===== src/pkg/ufr_pkg.sv =====
package ufr_pkg;

  // bank key and register offsets
  localparam logic [7:0] BANK_KEY      = 8'hBF;
  localparam int         ADDR_W        = 3;
  localparam logic [2:0] OFS_THR_WR    = 3'h0;
  localparam logic [2:0] OFS_FILL      = 3'h0;
  localparam logic [2:0] OFS_FEAT      = 3'h1;

  // field positions
  localparam int         THR_SEL_BIT   = 7;
  localparam int         THR_VAL_MSB   = 6;
  localparam int         FILL_SRC_BIT  = 7;
  localparam int         FEAT_TBL_LSB  = 4;
  localparam int         FEAT_TBL_MSB  = 5;

  // reset values
  localparam logic [6:0] RST_THR       = 7'h00;
  localparam logic [7:0] RST_FEAT      = 8'h20;
  localparam logic [7:0] RST_RDATA     = 8'h00;

  // fifo geometry and largest legal threshold
  localparam int         FIFO_DEPTH    = 64;
  localparam int         LVL_W         = 7;
  localparam logic [6:0] THR_MAX       = 7'h40;

  // host access of one bus cycle
  typedef struct packed {
    logic       cs;
    logic       rd;
    logic       wr;
    logic [2:0] addr;
    logic [7:0] wdata;
  } ufr_bus_req_t;

  // fifo activity of one cycle
  typedef struct packed {
    logic push;
    logic pop;
  } ufr_fifo_evt_t;

  // which fifo the next level read reports
  typedef enum logic {
    SRC_RX,
    SRC_TX
  } ufr_src_t;

endpackage


===== src/core/ufr_regs.sv =====
// How it works
// (RULE_01) Write-only threshold register at 00H appears only when line control is BF; resets to zero.
// (RULE_02) Threshold write bit 7 picks target: 0 receive threshold, 1 transmit threshold.
// (RULE_03) Threshold value comes from bits 6:0; software keeps it within 00 to 40.
// (RULE_04) Read-only fill count at 00H, reset zero, visible only when line control is BF.
// (RULE_05) Fill count bit 7 tells the fifo: 0 receive, 1 transmit.
// (RULE_06) Fill count source alternates between receive and transmit after every read.
// (RULE_07) Fill count bits 6:0 give characters held in the selected fifo.
// (RULE_08) Feature select register at 01H, reset 20H, only when line control is BF.
// (RULE_09) Feature select bits 5:4 choose trigger table A to D; bits 7:6 reserved.
// (RULE_10) Fill counts cover empty to full 64 entries, saturating without wrap.
`timescale 1ns/1ps
module ufr_regs
  import ufr_pkg::*;
(
  // clock and reset
  input  wire logic          clk_sys_i,
  input  wire logic          rst_b_i,
  // host access
  input  wire ufr_bus_req_t  bus_req_i,
  input  wire logic [7:0]    line_control_register_i,
  output logic [7:0]         rdata_o,
  output logic               rdata_valid_o,
  // fifo activity
  input  wire ufr_fifo_evt_t rx_evt_i,
  input  wire ufr_fifo_evt_t tx_evt_i,
  // thresholds and table to the trigger logic
  output logic [6:0]         receive_threshold_o,
  output logic [6:0]         transmit_threshold_o,
  output logic [1:0]         table_sel_o,
  // fill levels
  output logic [6:0]         rx_level_o,
  output logic [6:0]         tx_level_o
);

  // largest count a fill level may show
  localparam logic [6:0] FULL_LVL = 7'(FIFO_DEPTH);

  // access decode
  logic            bank_open;
  logic            wr_thr;
  logic            rd_fill;
  logic            wr_feat;
  logic            rd_feat;

  // register state
  logic [6:0]      rx_thr_reg;
  logic [6:0]      rx_thr_next;
  logic [6:0]      tx_thr_reg;
  logic [6:0]      tx_thr_next;
  logic [1:0]      tbl_reg;
  logic [1:0]      tbl_next;
  ufr_src_t        src_reg;
  ufr_src_t        src_next;
  logic [7:0]      rdata_reg;
  logic [7:0]      rdata_next;
  logic            rvalid_reg;
  logic            rvalid_next;

  // fill levels from the counters
  logic [6:0]      rx_level;
  logic [6:0]      tx_level;

  function automatic logic hit(input ufr_bus_req_t req, input logic is_open, input logic [2:0] ofs);
    hit = req.cs && is_open && (req.addr == ofs);
  endfunction

  // enhanced bank is open only on the exact key
  assign bank_open = (line_control_register_i == BANK_KEY); // RULE_01
  assign wr_thr    = hit(bus_req_i, bank_open, OFS_THR_WR) && bus_req_i.wr; // RULE_01
  assign rd_fill   = hit(bus_req_i, bank_open, OFS_FILL) && bus_req_i.rd; // RULE_04
  assign wr_feat   = hit(bus_req_i, bank_open, OFS_FEAT) && bus_req_i.wr; // RULE_08
  assign rd_feat   = hit(bus_req_i, bank_open, OFS_FEAT) && bus_req_i.rd; // RULE_08

  // receive and transmit fill counters
  ufr_level_cnt #(
    .DEPTH (FIFO_DEPTH),
    .W     (LVL_W)
  ) u_rx_cnt (
    .clk_sys_i (clk_sys_i),
    .rst_b_i   (rst_b_i),
    .evt_i     (rx_evt_i),
    .level_o   (rx_level)
  );

  ufr_level_cnt #(
    .DEPTH (FIFO_DEPTH),
    .W     (LVL_W)
  ) u_tx_cnt (
    .clk_sys_i (clk_sys_i),
    .rst_b_i   (rst_b_i),
    .evt_i     (tx_evt_i),
    .level_o   (tx_level)
  );

  // threshold writes
  always_comb begin
    rx_thr_next = rx_thr_reg;
    tx_thr_next = tx_thr_reg;
    if (wr_thr) begin
      if (!bus_req_i.wdata[THR_SEL_BIT]) begin // RULE_02
        rx_thr_next = bus_req_i.wdata[THR_VAL_MSB:0]; // RULE_03
      end else begin
        tx_thr_next = bus_req_i.wdata[THR_VAL_MSB:0]; // RULE_03
      end
    end
  end

  always_ff @(posedge clk_sys_i) begin
    if (!rst_b_i) begin
      rx_thr_reg <= RST_THR; // RULE_01
      tx_thr_reg <= RST_THR;
    end else begin
      rx_thr_reg <= rx_thr_next;
      tx_thr_reg <= tx_thr_next;
    end
  end

  // feature select: only the table field is stored, reserved bits ignored
  always_comb begin
    tbl_next = tbl_reg;
    if (wr_feat) begin
      tbl_next = bus_req_i.wdata[FEAT_TBL_MSB:FEAT_TBL_LSB]; // RULE_09
    end
  end

  always_ff @(posedge clk_sys_i) begin
    if (!rst_b_i) begin
      tbl_reg <= RST_FEAT[FEAT_TBL_MSB:FEAT_TBL_LSB]; // RULE_08
    end else begin
      tbl_reg <= tbl_next;
    end
  end

  // level source alternates on each level read
  always_comb begin
    src_next = src_reg;
    if (rd_fill) begin
      unique case (src_reg)
        SRC_RX: src_next = SRC_TX; // RULE_06
        SRC_TX: src_next = SRC_RX; // RULE_06
      endcase
    end
  end

  always_ff @(posedge clk_sys_i) begin
    if (!rst_b_i) begin
      src_reg <= SRC_RX;
    end else begin
      src_reg <= src_next;
    end
  end

  // read data, registered one cycle after the strobe
  always_comb begin
    rdata_next  = rdata_reg;
    rvalid_next = 1'h0;
    if (rd_fill) begin
      rvalid_next = 1'h1;
      rdata_next[FILL_SRC_BIT] = (src_reg == SRC_TX); // RULE_05
      rdata_next[6:0] = (src_reg == SRC_TX) ? tx_level : rx_level; // RULE_07
    end else if (rd_feat) begin
      rvalid_next = 1'h1;
      rdata_next  = '0; // RULE_09
      rdata_next[FEAT_TBL_MSB:FEAT_TBL_LSB] = tbl_reg; // RULE_09
    end
  end

  always_ff @(posedge clk_sys_i) begin
    if (!rst_b_i) begin
      rdata_reg  <= RST_RDATA; // RULE_04
      rvalid_reg <= 1'h0;
    end else begin
      rdata_reg  <= rdata_next;
      rvalid_reg <= rvalid_next;
    end
  end

  assign rdata_o              = rdata_reg;
  assign rdata_valid_o        = rvalid_reg;
  assign receive_threshold_o  = rx_thr_reg;
  assign transmit_threshold_o = tx_thr_reg;
  assign table_sel_o          = tbl_reg;
  assign rx_level_o           = rx_level;
  assign tx_level_o           = tx_level;
endmodule


===== src/core/ufr_level_cnt.sv =====
`timescale 1ns/1ps
module ufr_level_cnt
  import ufr_pkg::*;
#(
  parameter int DEPTH = FIFO_DEPTH,
  parameter int W     = LVL_W
) (
  // clock and reset
  input  wire logic          clk_sys_i,
  input  wire logic          rst_b_i,
  // fifo activity
  input  wire ufr_fifo_evt_t evt_i,
  // fill level
  output logic [W-1:0]       level_o
);

  localparam logic [W-1:0] FULL_CNT = W'(DEPTH);

  logic [W-1:0] level_reg;
  logic [W-1:0] level_next;

  // saturate at full, never wrap below empty
  always_comb begin
    level_next = level_reg;
    if (evt_i.push && !evt_i.pop && level_reg != FULL_CNT) begin // RULE_10
      level_next = level_reg + W'(1);
    end else if (evt_i.pop && !evt_i.push && level_reg != '0) begin // RULE_10
      level_next = level_reg - W'(1);
    end
  end

  always_ff @(posedge clk_sys_i) begin
    if (!rst_b_i) begin
      level_reg <= '0;
    end else begin
      level_reg <= level_next;
    end
  end

  assign level_o = level_reg;
endmodule


===== config.mk =====
export PLATFORM = sky130hd
export DESIGN_NAME = ufr_regs
export DESIGN_NICKNAME = d
export VERILOG_FILES = /design/src/pkg/ufr_pkg.sv /design/src/core/ufr_regs.sv /design/src/core/ufr_level_cnt.sv
export SDC_FILE = /design/constraint.sdc
export NUM_CORES = 1
export LEC_CHECK = 0
export ABC_CLOCK_PERIOD_IN_PS = 4150
export BUFFER_PORTS_ARGS = -buffer_cell sky130_fd_sc_hd__buf_2
export CAP_MARGIN = 20
export CORE_UTILIZATION = 50
export DETAILED_ROUTE_END_ITERATION = 10
export PLACE_DENSITY = 0.76
export SYNTH_ARGS = -nofsm -noshare
export SYNTH_HDL_FRONTEND = slang
export SYNTH_SLANG_ARGS = --single-unit

===== constraint.sdc =====
create_clock -name clk_sys_i -period 4.15 [get_ports clk_sys_i]
set_clock_uncertainty 0.15 [all_clocks]
set_input_delay 0.83 -clock clk_sys_i [delete_from_list [all_inputs] [get_ports clk_sys_i]]
set_output_delay 0.83 -clock clk_sys_i [all_outputs]
set_load 0.01 [all_outputs]

# Yosys cells after proc, flatten, opt, wreduce, memory -nomap -nowiden
# Index checks and enable logic that the tools add are counted.
[classes]
n_reduce_logical = 27
n_bitwise = 2
n_eq_ne = 4
add_sub_neg = 4
mux = 10
[op_table]
columns = ["op", "n"]
rows = [
  ["two-way mux 7 bit", 5],
  ["two-way mux 8 bit", 2],
  ["logical AND 1 bit", 15],
  ["adder 7 x 1 -> 7 bit (second input constant)", 2],
  ["inequality test 7 bit (second input constant)", 2],
  ["nonzero test 7 bit", 2],
  ["subtractor 7 x 1 -> 7 bit (second input constant)", 2],
  ["== test 8 bit (second input constant)", 1],
  ["nonzero test 2 bit", 3],
  ["logical NOT 1 bit", 4],
  ["AND reduction 2 bit", 2],
  ["== test 3 x 1 -> 1 bit (second input constant)", 1],
  ["logical NOT 3 bit", 1],
  ["two-way mux 1 bit", 2],
  ["inverter 1 bit", 2],
  ["one-hot mux 1 bit (2 select lines)", 1],
]
[word_totals]
reg_bits = 40
wordCells = 55
output_inout_bits = 39
in_bits = 28

# Longest topological paths before layout
[depth]
word_depth = 6
mapped_depth = 9
mapped_depth_nobuf = 9

# Cells and area by module
# A second synthesis with hierarchy kept.
[hier_totals]
hier_cells = 223
area_unflattened_um2 = 2207.1
[modules_own_cells]
columns = ["module", "area_per_inst_um2", "instances", "cells_each", "seq_area_each_um2"]
rows = [
  ["ufr_regs", 1131.1, 1, 107, 520.5],
  ["ufr_level_cnt", 538.0, 2, 58, 140.1],
]

# Least setup slack after synthesis
# OpenSTA, ideal clock, no wires.
[synth_timing]
path_type = "input to register"
start = "in rx_evt_i[0] in the netlist's numbering"
end = "reg u_rx_cnt.level_reg[6] (netlist: u_rx_cnt.level_o[6])"
arrival_ps = 2690
path_stages = 8
setup_ps = 92
path_buffers = 0
required_time_ps = 3908
slack_ps = 1218
cell_sequence = "nand2b_1 a31o_1 fa_1 a211oi_1 o21bai_1 a2111oi_0 a2bb2oi_1 o32ai_1"
[synth_between]
elab_chain_len = 4
elab_cells_between_ends = 7
cone_classes = "mux (1); reduce/logical (6)"
[synth_rtl]
columns = ["item", "line", "source"]
rows = [
  ["start: declaration", "ufr_regs.sv:25", "input wire ufr_fifo_evt_t rx_evt_i,"],
  ["logical NOT 1 bit", "ufr_level_cnt.sv:25", "if (evt_i.push && !evt_i.pop && level_reg != FULL_CNT) begin"],
  ["logical AND 1 bit (2 in series)", "ufr_level_cnt.sv:25", ""],
  ["two-way mux 7 bit / nonzero test 2 bit (equally long branches)", "-", ""],
  ["end signal: assignment", "ufr_level_cnt.sv:36", "level_reg <= level_next;"],
  ["end: declaration", "ufr_level_cnt.sv:19", "logic [W-1:0] level_reg;"],
]
# Several ways; a longest one is shown, not always the timed one.
# A chain may end at the register's enable or synchronous reset.

# Worst setup path after layout
[layout_timing]
start = "reg u_rx_cnt.level_reg[0] (netlist: u_rx_cnt.level_o[0])"
end = "reg u_rx_cnt.level_reg[6] (netlist: u_rx_cnt.level_o[6])"
[layout_between]
elab_chain_len = 3
elab_cells_between_ends = 9
cone_classes = "add/sub (2); eq/ne (1); mux (2); reduce/logical (4)"
[layout_rtl]
columns = ["item", "line", "source"]
rows = [
  ["subtractor 7 x 1 -> 7 bit, or another cell as far along", "ufr_level_cnt.sv:28", "level_next = level_reg - W'(1);"],
  ["two-way mux 7 bit, or another cell as far along", "ufr_level_cnt.sv:27", "end else if (evt_i.pop && !evt_i.push && level_reg != '0) begin"],
  ["two-way mux 7 bit / nonzero test 2 bit (equally long branches)", "-", ""],
]
# Several ways; a longest one is shown, not always the timed one. The select of a mux whose other input is x is not followed.

==> impl_metrics.ini <==
[status]
status = finished clean

[sta]
finalCritPeriodShare_pct = 74.5
finalHoldViolations = 0
relSlewSlack_pct = 64.2
setup-violations-final = 0
fin_crit_ps = 3090
drv_slew = 0
worst_pin_slew_ps = 523
fin_setup_tns_ps = 0
max_freq_mhz = 323
rsz0062_at_grt = false
hold_ws_ps = 336

[clock_network]
numClockSinks = 40
cts_buffers = 5
clk_pin_slew_ps = 70
clock_path_buffers = 2
htree_levels = 2
post_cts_buffers = 0
cts_resized = 0
tritoncts = built
cts_hold_repair.buffers = 0
clkLatencyLatePin_ps = 290
cts.root.buffer_cell = clkbuf_8

[worst_setup_path]
cp_top_family = compound AO/OA/AOI/OAI gates
startpoint = u_rx_cnt.level_o[0]
path_depth = 8
path_class = flip-flop to flip-flop
r2r_end = u_rx_cnt.level_o[6]
critPathSlowestCell = a2111oi_0
crit_fanout = 7
path_buf_inv = 0
crit_arrival_ps = 3140
cp_cell_sequence = nor4_1 > a31o_1 > ha_1 > a211oi_1 > o21bai_1 > a2111oi_0 > a2bb2oi_1 > o32ai_1
timing.rr.start = u_rx_cnt.level_o[0]
critPathMaxStageDelay_ps = 530
worstSetupEndpoint = u_rx_cnt.level_o[6]
crit_required_ps = 4200
startpoint_type = flip-flop
reg2regPathDepth = 8
reg2reg_slack_ps = 1060
endpoint_kind = flip-flop

[logic_synthesis]
synthCells = 230
syn_area_um2 = 2120
syn_avg_cell_area_um2 = 9.23
synth.top_cell.area_share_pct = 37.7
synth_top_area_cell = dfxtp_1
synth_cell_types = 41
synth_nets = 271
synth.area.top_cells = dfxtp_1 (38%), mux2i_1 (16%), nor2_1 (6.5%)
synth_warnings = 0
yosysSeqAreaShare_pct = 37.7
ys_seq_elements = 40

[cells_and_area]
layout_common_cells = buf_2 (66), dfxtp_1 (40), nor2_1 (37)
seq_area_um2 = 801
largest_reg_flops = 8
utilization_pct = 64.3
area.growth.synth_to_final_pct = 22.2
nets = 336
n_antenna_cell = 0
drive_gt1_share_pct = 26.4
final_common_cell = buf_2
multi_input_area_um2 = 1260
fill_cells = 351

[route]
post_drt_wl_per_cell_um = 13.1
num_vias = 1878
drcViolationCount = 0
ant_nets = 0
wl_um = 4510
wl_met2_um = 2040
wl_met3_um = 193
first_iter_violations = 88
drt_pass1_iterations = 4
top_layer_used = met4
wl_met1_um = 2200
via_per_inst = 5.44

[global_route]
globalRouteOverflowTotal = 0
track_usage_pct = 21.7
grt_pass1_vias = 1593
antenna_found_initial = 0
grt_max_degree = 39
grt_first_pass_wirelength_um = 7220

[hold_path]
holdPathStages = 2
hold_path_class = flip-flop to flip-flop

[placement]
dpl.hpwl_um = 3360
gp_congestion = 0.806
port_buffers = 66

[floorplanning]
die_w_um = 67.1
coreArea_um2 = 4030
ioPinCount = 67
die_area_um2 = 4510
start_util_pct = 52.7
rows = 23
die_h_um = 67.1

[power]
p_leak_nw = 1.27
power_density_nw_per_um2 = 560
vdd_ir_drop_max_mv = 0.346

[job]
drv_cap = 0
power by group:
part | internal (W) | leakage, nW | total, W | switching, W
Combinational | 0.000320 | 0.899 | 0.000674 | 0.000354
Sequential | 0.000440 | 0.325 | 0.000537 | 0.0000973
Clock | 0.000114 | 0.0410 | 0.000241 | 0.000126
cells by family (layout without fill, tap and decap cells):
logic type	count (synthesis)	count (layout)	share of synthesized area [%]
simple gates	72	72	16.4
fa+ha+maj	13	13	8.37
mux	33	33	15.6
compound gates	46	46	14.8
flops	40	40	37.7
buf+inv	16	81	3.01
xor+xnor	10	10	4.13
cells in the mapped netlist, drive strengths merged:
master,instances
a2111oi,1
a211o,1
a211oi,3
a21boi,1
a21o,5
a21oi,17
a2bb2oi,1
a311oi,1
a31o,1
a31oi,3
and4,1
buf,4
clkbuf,6
dfxtp,40
fa,2
ha,11
inv,6
mux2i,33
nand2,10
nand2b,1
nand3,3
nand3b,2
nand4,3
nand4b,1
nand4bb,1
nor2,37
nor3,6
nor3b,2
nor4,2
nor4bb,1
o21ai,6
o21bai,3
o31ai,2
o32ai,1
or3,1
or4,1
xnor2,4
xor2,6
how the worst min path moves through the flow:
stage / from / end / slack [ps]
2_1_floorplan: u_rx_cnt.level_o[6] / u_rx_cnt.level_o[6] / 370
3_3_place_gp: receive_threshold_o[1] / receive_threshold_o[1] / 320
3_5_place_dp: rdata_o[2] / rdata_o[2] / 320
4_1_cts: rdata_o[2] / rdata_o[2] / 340
5_1_grt: rdata_o[2] / rdata_o[2] / 360
6_report: rdata_o[2] / rdata_o[2] / 340
metrics by stage:
| stage | area, µm² | power, W | setup WS [ps] | std cells |
|---|---|---|---|---|
| detailed placement | 2490 | 0.00121 | 888 | 337 |
| global route | 2590 | 0.00157 | 696 | 345 |
| CTS | 2560 | 0.00145 | 1070 | 344 |
| finish | 2590 | 0.00145 | 1060 | 345 |
| floorplan | 2120 | 0.00103 | 1220 | 230 |
| global placement | 2490 | 0.00119 | 910 | 337 |
layout make-up:
class	count	area share [%]
clock buffer	6	2.80
clock inverter	1	0.193
inverter	6	0.869
multi-input combinational	174	48.7
sequential	40	30.9
tap	50	2.41
timing repair buffer	68	14.1
layer usage:
layer  track usage, %  vias to the layer above
li1                 -                      957
met1             28.0                      865
met2             34.1                       50
met3             5.91                        6
met4             8.78                        0
met5                0                        -
worst register-to-register path, delay by kind of cell (launching register included):
kind,cells,cell delay (ps)
AOI/OAI and AO/OA,6,1570
and+or+nand+nor,1,510
DFF,1,410
adders and majority gates,1,350
Note: power is estimated with default switching activity, not from simulation.
